File: src/design/pdm_defs.vh
`ifndef PDM_DEFS_VH
`define PDM_DEFS_VH
// Register addresses (chosen; none printed)
`define PDM_ADDR_MCU_CTRL    4'h0
`define PDM_ADDR_PORT_B_OUTPUT_DATA_OUT   4'h1
`define PDM_ADDR_PORT_B_OUTPUT_DATA_DIR   4'h2
`define PDM_ADDR_PORTD_OUT   4'h3
`define PDM_ADDR_PORTD_DIR   4'h4
`define PDM_ADDR_PORTD_IN    4'h5
`define PDM_ADDR_CLK_CTRL    4'h6
`define PDM_ADDR_MOD_MODE    4'h7
`define PDM_ADDR_PC_MASK     4'h8
`define PDM_ADDR_PC_CTRL     4'h9
`define PDM_ADDR_IRQ_STATUS  4'hA
`define PDM_ADDR_IRQ_MASK    4'hB
`define PDM_ADDR_PORT_B_OUTPUT_DATA_IN    4'hC
// mcu_control fields
`define PDM_MCU_PUD_BIT      4
`define PDM_MCU_VECTOR_TABLE_SELECT_BIT    1
`define PDM_MCU_VECTOR_CHANGE_ENABLE_BIT     0
`define PDM_MCU_WMASK        8'h13
`define PDM_MCU_RESET        8'h00
// clock_module_ctrl fields
`define PDM_CLK_CMM_LO       0
`define PDM_CLK_CMM_HI       1
`define PDM_CLK_EXT_CLOCK_SELECT_BIT    2
`define PDM_CLK_CSS_BIT      3
`define PDM_CLK_WMASK        8'h0F
// Modulator mode value selecting serial interface
`define PDM_MODE_SPI         4'h9
`define PDM_MODE_WMASK       8'h0F
// Pin change control: bit 0 group enable, bits 2:1 ext irq enables
`define PDM_PC_GRP_BIT       0
`define PDM_PC_EXT_IRQ_ZERO_BIT      1
`define PDM_PC_EXT_IRQ_ONE_BIT      2
`define PDM_PC_WMASK         8'h07
// Interrupt status bits
`define PDM_IRQ_PCHG_BIT     0
`define PDM_IRQ_CLKSW_BIT    1
`define PDM_IRQ_WMASK        8'h03
`define PDM_RESET_BYTE       8'h00
`endif

File: src/design/pdm_pin_cell.v
`default_nettype none
// One pin: normal port control with alternate overrides applied
module pdm_pin_cell (
  input  wire pull_disable,
  input  wire dir_bit,
  input  wire out_bit,
  input  wire pullup_override_en,
  input  wire pullup_override_val,
  input  wire direction_override_en,
  input  wire direction_override_val,
  input  wire value_override_en,
  input  wire value_override_val,
  input  wire input_enable_override_en,
  input  wire input_enable_override_val,
  output wire pad_out,
  output wire pad_oe_n,
  output wire pad_pullup,
  output wire input_enable
);
  wire eff_dir;
  wire eff_val;
  wire eff_pu;

  assign eff_dir = direction_override_en ? direction_override_val : dir_bit;
  assign eff_val = value_override_en ? value_override_val : out_bit;
  // Pull-up only for an input pin with data bit set; disable bit wins
  assign eff_pu  = pullup_override_en ? pullup_override_val
                 : (~eff_dir & out_bit & ~pull_disable);
  assign pad_out      = eff_val;
  assign pad_oe_n     = ~eff_dir;
  assign pad_pullup   = eff_pu;
  // Sleep gating of inputs lives elsewhere, so the plain enable is one
  assign input_enable = input_enable_override_en ? input_enable_override_val : 1'b1;
endmodule // pdm_pin_cell
`default_nettype wire

File: src/design/pdm_port_d_mux.v
`include "pdm_defs.vh"
`default_nettype none
module pdm_port_d_mux #(
  parameter WIDTH = 8
) (
  input  wire             ref_clk,
  input  wire             reset,
  input  wire [3:0]       reg_addr,
  input  wire [7:0]       reg_wdata,
  input  wire             reg_write,
  input  wire             reg_read,
  output reg  [7:0]       reg_rdata,
  input  wire [WIDTH-1:0] port_d_pad_in,
  output wire [WIDTH-1:0] port_d_pad_out,
  output wire [WIDTH-1:0] port_d_pad_oe_n,
  output wire [WIDTH-1:0] port_d_pad_pullup,
  input  wire [WIDTH-1:0] port_b_pad_in,
  output wire [WIDTH-1:0] port_b_pad_out,
  output wire [WIDTH-1:0] port_b_pad_oe_n,
  output wire [WIDTH-1:0] port_b_pad_pullup,
  input  wire             modulator_output_one,
  input  wire             modulator_output_one_en,
  input  wire             modulator_output_two,
  input  wire             modulator_output_two_en,
  input  wire             ext_clock_pin_zero,
  output reg              ext_clock_out,
  output reg              ext_clock_active,
  output reg              serial_in_pin,
  output reg              ext_irq_zero,
  output reg              ext_irq_one,
  output reg              timer_ext_clock_in,
  output reg              capture_input_pin,
  output reg  [WIDTH-1:0] pin_change_src,
  output reg              vector_table_select,
  output reg              vector_change_enable,
  output wire             irq
);
  // ==========================================================
  // Registers
  reg  [7:0]       mcu_control;
  reg  [7:0]       port_b_output_data;
  reg  [7:0]       port_b_direction;
  reg  [7:0]       port_d_out;
  reg  [7:0]       port_d_dir;
  reg  [7:0]       clock_module_ctrl;
  reg  [7:0]       modulator_mode_reg_b;
  reg  [7:0]       pc_mask;
  reg  [7:0]       pc_ctrl;
  reg  [7:0]       irq_status;
  reg  [7:0]       irq_mask;
  reg  [WIDTH-1:0] d_sync1;
  reg  [WIDTH-1:0] d_sync2;
  reg  [WIDTH-1:0] d_prev;
  reg  [WIDTH-1:0] b_sync1;
  reg  [WIDTH-1:0] b_sync2;
  reg              clk_sel_prev;
  reg  [7:0]       next_rdata;
  wire [WIDTH-1:0] d_in_en;
  wire [WIDTH-1:0] b_in_en;
  wire [WIDTH-1:0] d_direction_override_en;
  wire [WIDTH-1:0] d_value_override_en;
  wire [WIDTH-1:0] d_pvov;
  wire [WIDTH-1:0] d_input_enable_override_en;
  wire [WIDTH-1:0] d_gated;
  wire [WIDTH-1:0] d_readback;
  wire [WIDTH-1:0] d_out_view;
  wire [WIDTH-1:0] d_dir_view;
  wire [WIDTH-1:0] pc_event;
  wire             pullup_disable;
  wire             spi_mode;
  wire             clk_pd4;
  wire             clk_pc0;

  // ==========================================================
  // Override terms
  assign pullup_disable      = mcu_control[`PDM_MCU_PUD_BIT];
  assign spi_mode = (modulator_mode_reg_b[3:0] == `PDM_MODE_SPI);
  assign clk_pd4  = clock_module_ctrl[`PDM_CLK_CMM_HI] & clock_module_ctrl[`PDM_CLK_CMM_LO]
                  & clock_module_ctrl[`PDM_CLK_EXT_CLOCK_SELECT_BIT]
                  & clock_module_ctrl[`PDM_CLK_CSS_BIT];
  assign clk_pc0  = clock_module_ctrl[`PDM_CLK_CMM_HI] & clock_module_ctrl[`PDM_CLK_CMM_LO]
                  & ~clock_module_ctrl[`PDM_CLK_EXT_CLOCK_SELECT_BIT]
                  & clock_module_ctrl[`PDM_CLK_CSS_BIT];

  // Pin 7 forced input; pull-up stays on the normal path via data bit 7
  assign d_direction_override_en = {spi_mode, 3'b000, clk_pd4, 3'b000};
  assign d_value_override_en = {1'b0, modulator_output_two_en, modulator_output_one_en, 5'b00000};
  assign d_pvov = {1'b0, modulator_output_two, modulator_output_one, 5'b00000};
  assign d_input_enable_override_en = (pc_mask & {WIDTH{pc_ctrl[`PDM_PC_GRP_BIT]}})
                 | {4'b0000, pc_ctrl[`PDM_PC_EXT_IRQ_ONE_BIT], pc_ctrl[`PDM_PC_EXT_IRQ_ZERO_BIT], 2'b00};

  // Clock pin hides its data and direction bits from I/O use
  assign d_out_view = port_d_out & ~{3'b000, clk_pd4, 4'b0000};
  assign d_dir_view = port_d_dir & ~{3'b000, clk_pd4, 4'b0000};

  genvar i;
  generate
    for (i = 0; i < WIDTH; i = i + 1) begin : g_pin
      pdm_pin_cell u_d (
        .pull_disable              (pullup_disable),
        .dir_bit                   (d_dir_view[i]),
        .out_bit                   (d_out_view[i]),
        .pullup_override_en        (1'b0),
        .pullup_override_val       (1'b0),
        .direction_override_en     (d_direction_override_en[i]),
        .direction_override_val    (1'b0),
        .value_override_en         (d_value_override_en[i]),
        .value_override_val        (d_pvov[i]),
        .input_enable_override_en  (d_input_enable_override_en[i]),
        .input_enable_override_val (1'b1),
        .pad_out                   (port_d_pad_out[i]),
        .pad_oe_n                  (port_d_pad_oe_n[i]),
        .pad_pullup                (port_d_pad_pullup[i]),
        .input_enable              (d_in_en[i])
      );
      pdm_pin_cell u_b (
        .pull_disable              (pullup_disable),
        .dir_bit                   (port_b_direction[i]),
        .out_bit                   (port_b_output_data[i]),
        .pullup_override_en        (1'b0),
        .pullup_override_val       (1'b0),
        .direction_override_en     (1'b0),
        .direction_override_val    (1'b0),
        .value_override_en         (1'b0),
        .value_override_val        (1'b0),
        .input_enable_override_en  (1'b0),
        .input_enable_override_val (1'b0),
        .pad_out                   (port_b_pad_out[i]),
        .pad_oe_n                  (port_b_pad_oe_n[i]),
        .pad_pullup                (port_b_pad_pullup[i]),
        .input_enable              (b_in_en[i])
      );
    end
  endgenerate

  assign d_gated    = d_sync2 & d_in_en;
  assign d_readback = d_gated & ~{3'b000, clk_pd4, 4'b0000};
  assign pc_event   = (d_gated ^ d_prev) & pc_mask & {WIDTH{pc_ctrl[`PDM_PC_GRP_BIT]}};
  assign irq        = |(irq_status & irq_mask);

  // ==========================================================
  // Pin sampling and alternate inputs
  always @(posedge ref_clk) begin
    if (reset) begin
      d_sync1            <= {WIDTH{1'b0}};
      d_sync2            <= {WIDTH{1'b0}};
      d_prev             <= {WIDTH{1'b0}};
      b_sync1            <= {WIDTH{1'b0}};
      b_sync2            <= {WIDTH{1'b0}};
      serial_in_pin      <= 1'b0;
      ext_irq_zero       <= 1'b0;
      ext_irq_one        <= 1'b0;
      timer_ext_clock_in <= 1'b0;
      capture_input_pin  <= 1'b0;
      pin_change_src     <= {WIDTH{1'b0}};
      ext_clock_out      <= 1'b0;
      ext_clock_active   <= 1'b0;
      clk_sel_prev       <= 1'b0;
    end else begin
      d_sync1            <= port_d_pad_in;
      d_sync2            <= d_sync1;
      d_prev             <= d_gated;
      b_sync1            <= port_b_pad_in;
      b_sync2            <= b_sync1;
      serial_in_pin      <= d_gated[7];
      ext_irq_one        <= d_gated[3];
      ext_irq_zero       <= d_gated[2];
      timer_ext_clock_in <= d_gated[1];
      capture_input_pin  <= d_gated[0];
      pin_change_src     <= pc_event;
      // Sampled clocks are only fit for slow external clocks
      ext_clock_out      <= clk_pd4 ? d_sync2[4] : (clk_pc0 ? ext_clock_pin_zero : 1'b0);
      ext_clock_active   <= clk_pd4 | clk_pc0;
      clk_sel_prev       <= clk_pd4 | clk_pc0;
    end
  end

  // ==========================================================
  // Register writes and interrupt status
  always @(posedge ref_clk) begin
    if (reset) begin
      mcu_control          <= `PDM_MCU_RESET;
      port_b_output_data   <= `PDM_RESET_BYTE;
      port_b_direction     <= `PDM_RESET_BYTE;
      port_d_out           <= `PDM_RESET_BYTE;
      port_d_dir           <= `PDM_RESET_BYTE;
      clock_module_ctrl    <= `PDM_RESET_BYTE;
      modulator_mode_reg_b <= `PDM_RESET_BYTE;
      pc_mask              <= `PDM_RESET_BYTE;
      pc_ctrl              <= `PDM_RESET_BYTE;
      irq_status           <= `PDM_RESET_BYTE;
      irq_mask             <= `PDM_RESET_BYTE;
      vector_table_select  <= 1'b0;
      vector_change_enable <= 1'b0;
    end else begin
      if (reg_write) begin
        case (reg_addr)
          `PDM_ADDR_MCU_CTRL:   mcu_control <= reg_wdata & `PDM_MCU_WMASK;
          `PDM_ADDR_PORT_B_OUTPUT_DATA_OUT:  port_b_output_data <= reg_wdata;
          `PDM_ADDR_PORT_B_OUTPUT_DATA_DIR:  port_b_direction <= reg_wdata;
          `PDM_ADDR_PORTD_OUT:  port_d_out <= reg_wdata;
          `PDM_ADDR_PORTD_DIR:  port_d_dir <= reg_wdata;
          `PDM_ADDR_CLK_CTRL:   clock_module_ctrl <= reg_wdata & `PDM_CLK_WMASK;
          `PDM_ADDR_MOD_MODE:   modulator_mode_reg_b <= reg_wdata & `PDM_MODE_WMASK;
          `PDM_ADDR_PC_MASK:    pc_mask <= reg_wdata;
          `PDM_ADDR_PC_CTRL:    pc_ctrl <= reg_wdata & `PDM_PC_WMASK;
          `PDM_ADDR_IRQ_MASK:   irq_mask <= reg_wdata & `PDM_IRQ_WMASK;
          default: ;
        endcase
      end
      vector_table_select  <= mcu_control[`PDM_MCU_VECTOR_TABLE_SELECT_BIT];
      vector_change_enable <= mcu_control[`PDM_MCU_VECTOR_CHANGE_ENABLE_BIT];
      // Read clears status; a new event in the same cycle wins
      irq_status <= ((reg_read && reg_addr == `PDM_ADDR_IRQ_STATUS) ? 8'h00 : irq_status)
                  | {6'b000000, (clk_pd4 | clk_pc0) ^ clk_sel_prev, |pc_event};
    end
  end

  // ==========================================================
  // Read data, valid in the cycle after the strobe
  always @* begin
    case (reg_addr)
      `PDM_ADDR_MCU_CTRL:   next_rdata = mcu_control;
      `PDM_ADDR_PORT_B_OUTPUT_DATA_OUT:  next_rdata = port_b_output_data;
      `PDM_ADDR_PORT_B_OUTPUT_DATA_DIR:  next_rdata = port_b_direction;
      `PDM_ADDR_PORTD_OUT:  next_rdata = d_out_view;
      `PDM_ADDR_PORTD_DIR:  next_rdata = d_dir_view;
      `PDM_ADDR_PORTD_IN:   next_rdata = d_readback;
      `PDM_ADDR_CLK_CTRL:   next_rdata = clock_module_ctrl;
      `PDM_ADDR_MOD_MODE:   next_rdata = modulator_mode_reg_b;
      `PDM_ADDR_PC_MASK:    next_rdata = pc_mask;
      `PDM_ADDR_PC_CTRL:    next_rdata = pc_ctrl;
      `PDM_ADDR_IRQ_STATUS: next_rdata = irq_status;
      `PDM_ADDR_IRQ_MASK:   next_rdata = irq_mask;
      `PDM_ADDR_PORT_B_OUTPUT_DATA_IN:   next_rdata = b_sync2 & b_in_en;
      default:              next_rdata = 8'h00;
    endcase
  end

  always @(posedge ref_clk) begin
    if (reset) begin
      reg_rdata <= 8'h00;
    end else begin
      reg_rdata <= reg_read ? next_rdata : 8'h00;
    end
  end
endmodule // pdm_port_d_mux
`default_nettype wire

File: config.mk
export PLATFORM = sky130hd
export DESIGN_NAME = pdm_port_d_mux
export DESIGN_NICKNAME = d
export VERILOG_FILES = /design/src/design/pdm_pin_cell.v /design/src/design/pdm_port_d_mux.v
export VERILOG_INCLUDE_DIRS = /design/src /design/src/design
export SDC_FILE = /design/constraint.sdc
export NUM_CORES = 1
export LEC_CHECK = 0
export ABC_AREA = 1
export BUFFER_PORTS_ARGS = -buffer_cell sky130_fd_sc_hd__buf_2
export CAP_MARGIN = 20
export CORE_MARGIN = 10
export CORE_UTILIZATION = 50
export DETAILED_ROUTE_END_ITERATION = 8
export PLACE_DENSITY = 0.73
export SLEW_MARGIN = 0
export SYNTH_ARGS = -nofsm -noshare
export SYNTH_HDL_FRONTEND = slang
export SYNTH_HIERARCHICAL = 1
export SYNTH_SLANG_ARGS = --single-unit
File: constraint.sdc
create_clock -name ref_clk -period 2.75 [get_ports ref_clk]
set_input_delay 0.1375 -clock ref_clk [delete_from_list [all_inputs] [get_ports ref_clk]]
set_output_delay 0.1375 -clock ref_clk [all_outputs]
set_load 0.005 [all_outputs]
Yosys cells after proc, flatten, opt, wreduce, memory -nomap -nowiden
Cells that the tools add are included.
W data, S select, Z words.

storage, ports and cells
  register bits after elaboration = 129
  bits of input ports = 37
  logic and storage cells = 130

cells by class
  equal/unequal tests = 13
  muxes and demuxes = 8
  bitwise gates (word level) = 67
  reductions and logical operators = 15

operators by type and width
  operator              count
  $pmux W8 S13          1
  $and A8 B8 Y8         5
  $and A1 B1 Y1         37
  $eq A4 B4 Y1 const B  6
  $reduce_and A2 Y1     10
  $not A1 Y1            19
  $eq A4 B3 Y1 const B  4
  $reduce_or A8 Y1      2
  $and A8 B2 Y8         1
  $eq A4 B2 Y1 const B  2
  $mux W8               1
  $not A5 Y8            1
  $or A8 B2 Y8          1
  $xor A8 B8 Y8         1
  $mux W1               6
  $eq A4 B1 Y1 const B  1
  $logic_not A4 Y1      1
  $reduce_or A2 Y1      1
  $logic_and A1 B1 Y1   1
  $or A1 B1 Y1          1
  $xor A1 B1 Y1         1

Depth between registers and ports, before layout
  depth after elaboration = 9
  depth in mapped cells = 12
  depth with buffers taken out = 11

Modules after synthesis
The synthesis kept the hierarchy.

modules (own cells, without submodules)
  module          instances  cells an instance  area each (µm²)  sequential area each (µm²)
  pdm_port_d_mux  1          669                4794.6           2362.3
  pdm_pin_cell    16         17                 67.6             0.0

Least setup slack after synthesis
No wires, ideal clock.

  path kind = register -> output
  from = register clock_module_ctrl[1]
  to = output port_d_pad_pullup[4]
  arrival = 0.983 ns
  required time = 2.612 ns
  path slack = 1.629 ns
  stages on the path, launching flop included = 9
  path through = dfxtp_1 > nand3_1 > nor2_1 > nor2_1 > inv_1 > nand2_1 > nand2_2 > nand2_1 > nand2_1

between the ends
  cells in the longest elaborated chain, start to end = 8

RTL lines
  element                      RTL line              text
  start: declaration           pdm_port_d_mux.v:45   reg [7:0] clock_module_ctrl;
  start signal: assignment     pdm_port_d_mux.v:187  clock_module_ctrl <= `PDM_RESET_BYTE;
  start signal: assignment     pdm_port_d_mux.v:203  `PDM_ADDR_CLK_CTRL: clock_module_ctrl <= reg_wdata & `PDM_CLK_WMASK;
  $and A1 B1 Y1 (3 in series)  pdm_port_d_mux.v:78   assign clk_pd4 = clock_module_ctrl[`PDM_CLK_CMM_HI] & clock_module_ctrl[`PDM_CLK_CMM_LO]
  net clk_pd4                  pdm_port_d_mux.v:71   wire clk_pd4;
  $not A5 Y8                   pdm_port_d_mux.v:94   assign d_dir_view = port_d_dir & ~{3'b000, clk_pd4, 4'b0000};
  $and A8 B8 Y8                pdm_port_d_mux.v:94
  net d_dir_view[4]            pdm_port_d_mux.v:67   wire [WIDTH-1:0] d_dir_view;
  $not A1 Y1                   n/a
  net port_d_pad_oe_n[4]       pdm_port_d_mux.v:15   output wire [WIDTH-1:0] port_d_pad_oe_n,
  $and A1 B1 Y1 (2 in series)  pdm_pin_cell.v:28     : (~eff_dir & out_bit & ~pull_disable);
  end: declaration             pdm_port_d_mux.v:16   output wire [WIDTH-1:0] port_d_pad_pullup,

The timed path passes the listed nets, and every way through them passes these cells.

Worst setup path in the final report
  from = register clock_module_ctrl[1]
  to = output port_d_pad_pullup[4]

between the ends
  cells in the longest elaborated chain, start to end = 8

RTL lines
  element                      RTL line
  $and A1 B1 Y1 (3 in series)  pdm_port_d_mux.v:78
  net clk_pd4                  pdm_port_d_mux.v:71
  $not A5 Y8                   pdm_port_d_mux.v:94
  $and A8 B8 Y8                pdm_port_d_mux.v:94
  net d_dir_view[4]            pdm_port_d_mux.v:67
  $not A1 Y1                   pdm_pin_cell.v:28
  $and A1 B1 Y1 (2 in series)  pdm_pin_cell.v:28

The timed path passes the listed nets, and every way through them passes these cells.

==> metrics <==
outcome finished clean; CP max-delay cell dfxtp_1; multi-input logic area around 0.0033 mm²; vias in the first global route 5,564; Hold Path Class primary input to register; required time of the worst setup path approximately 2.6 ns; die area 0.0165 mm²; post-synthesis sequential area ratio 0.402; initial core utilization 0.512; GRT Resource Usage Total 0.198; post-route design area 0.00789 mm²; CTS max path bufs 2; commonest non-fill, non-tap cell in the layout nand2_1; highest-count cells in the layout ignoring fill and taps nand2_1 (280), inv_1 (176), conb_1 (158); mapped cell area 0.00588 mm²; worst rel slew slack 0.505; CP Launch Type register; share of layout cells above drive strength 1 0.146; Tcrit/Tclk final 0.693; placed instance area 0.00712 mm²; clock root cell clkbuf_16; Crit Path Class register to output pin; filler cell count roughly 1,100; row count 39; Synth cell types 25; Die H approximately 130 µm; post-synthesis register bit count about 120; I/O pin count 111; vias per cell roughly 4.4; RSZ-0062 raised after global routing no; crit path max fanout 5; CTS buffer count 17; crit-path max cell delay about 0.37 ns; initial antenna violation count 1; Final Hold Viols 0; Register Area approximately 0.0024 mm²; Crit path top cell by count nand2_1; Clock Skew around 0.0079 ns; drt total wl around 16 mm; largest net degree at the start of global routing 50; dominant synthesized flop cell dfxtp_1; CTS tree done; Worst Max-Slew Pin Slew approximately 0.74 ns; DPL Wire Length about 12 mm; maximum VDD drop approximately 0.4 mV; Critical Path, Cell by Cell nand3_1 > nor2_1 > nor2_1 > inv_1 > nand2_1 > nand2_2 > nand2_1 > nand2_1 > buf_2; synthesized instance count 941; arrival time at the worst endpoint 1.77 ns; total grt overflow 0; DRC viols 0; post-route minimum period 1.91 ns; Core Footprint approximately 0.011 mm²; port buffer count 110; Synth Warn # 6; Syn Area/Cell 6.24 µm²; overall power 4.38 mW; Slew Limit Fails 0; count of final setup violators 0; fin nets around 1,300; fmax between 0.5 and 0.6 GHz; Setup Buffers After CTS 0; CP endpoint kind output pin; Clk pin slew, worst setup/hold paths approximately 0.06 ns; total clock sinks 118; setup_tns 0 ns; pwr dens 555 mW/mm²; max cap viols 0; gpl congestion approximately 0.94; Initial DRT Pass Iterations 5; cell leakage power ~3.8 nW; wire length per cell between 10 and 15 µm; synthesis-to-layout area growth 34.2%; EDFF count, synth 0; routed vias roughly 6,100; Iteration-0 DRC Markers around 440; Detail Route Antenna Nets 0; H-tree depth 4; DIE WIDTH between 100 and 150 µm; first-pass GRT wire length 26.8 mm; fraction of registers with async set/reset 0; clock latency on the worst-skew pair approximately 0.4 ns; hold_ws 0.0595 ns
final cells by class:
class	instances	area share
inverters	178	0.0847
multi-input cells	776	0.419
flip-flops and latches	118	0.300
repair buffers	130	0.0974
diodes	1	0.000317
well taps	143	0.0227
clock inverters	13	0.0184
clock buffers	19	0.0574
cells in the mapped netlist (2+ instances only):
master | n | share of area
nor3_1 | 4 | 0.0034
inv_2 | 2 | 0.0013
buf_6 | 3 | 0.0057
nand2_1 | 280 | 0.18
nand3_1 | 81 | 0.069
nand2_2 | 22 | 0.023
o21ai_0 | 43 | 0.037
nor2_1 | 107 | 0.068
nor2_4 | 7 | 0.013
buf_2 | 2 | 0.0017
a21oi_1 | 62 | 0.053
nand2_4 | 2 | 0.0038
conb_1 | 2 | 0.0013
buf_1 | 4 | 0.0026
inv_1 | 176 | 0.11
clkbuf_1 | 15 | 0.0096
dfxtp_1 | 118 | 0.40
nor2_2 | 2 | 0.0021
nand3b_1 | 3 | 0.0038
worst paths after layout:
path / from / to / slack [ns] / cells after the start
max: clock_module_ctrl[1]$_SDFFE_PP0P_ / port_d_pad_pullup[4] / 0.84 / 9
min: reg_wdata[6] / port_d_dir[6]$_SDFFE_PP0P_ / 0.06 / 3
max reg2reg: clock_module_ctrl[1]$_SDFFE_PP0P_ / reg_rdata[4]$_SDFF_PP0_ / 1.50 / 5
min reg2reg: d_sync1[2]$_SDFF_PP0_ / d_sync2[2]$_SDFF_PP0_ / 0.40 / 2
critical path, delay by kind of cell, from the launching register on:
| kind | cells | cell delay (ns) |
|---|---|---|
| AND/OR/NAND/NOR | 7 | 0.82 |
| flip-flops | 1 | 0.37 |
| buffers and inverters | 2 | 0.16 |
state kept, by name, summed over array words and instances (netlist names), 2 cells and up:
name / count
modulator_mode_reg_b: 4
irq_status: 2
pc_mask: 8
irq_mask: 2
b_sync1: 8
d_sync1: 8
port_d_out: 8
d_prev: 7
pc_ctrl: 3
mcu_control: 3
d_sync2: 8
reg_rdata: 8
port_b_direction: 8
port_d_dir: 8
pin_change_src: 8
port_b_output_data: 8
b_sync2: 8
clock_module_ctrl: 4
cells by family after synthesis:
logic type | share of synthesized area
flops | 0.402
simple gates | 0.368
xor+xnor | 0.00149
other cells | 0.00128
compound gates | 0.0922
buf+inv | 0.135
through the flow:
step,worst slack (ns),instances,util
floorplan,1.63,1097,-
global placement,1.21,1328,0.621
detailed placement,1.18,1328,0.621
CTS,0.812,1377,0.688
global route,0.736,1378,0.688
finish,0.845,1378,0.688
routing by layer:
| metal | wire length, µm | vias up | global-route usage |
|---|---|---|---|
| met5 | 0 | - | 0 |
| met4 | 269 | 0 | 0.0709 |
| met3 | 1430 | 32 | 0.0546 |
| met2 | 7690 | 248 | 0.330 |
| met1 | 6820 | 2568 | 0.239 |
| li1 | - | 3258 | - |
power breakdown:
part	internal [mW]	total [mW]	switching (mW)
Sequential	1.75	1.77	0.0208
Combinational	0.136	0.376	0.239
Clock	1.39	2.23	0.842
Total	3.28	4.38	1.10
repair_timing:
item,CTS,global route
setup endpoints to repair,0,0
hold buffers,17,0
endpoints found under the hold margin,17,0
gates resized for setup,0,0
(Power assumes the default switching activity.)
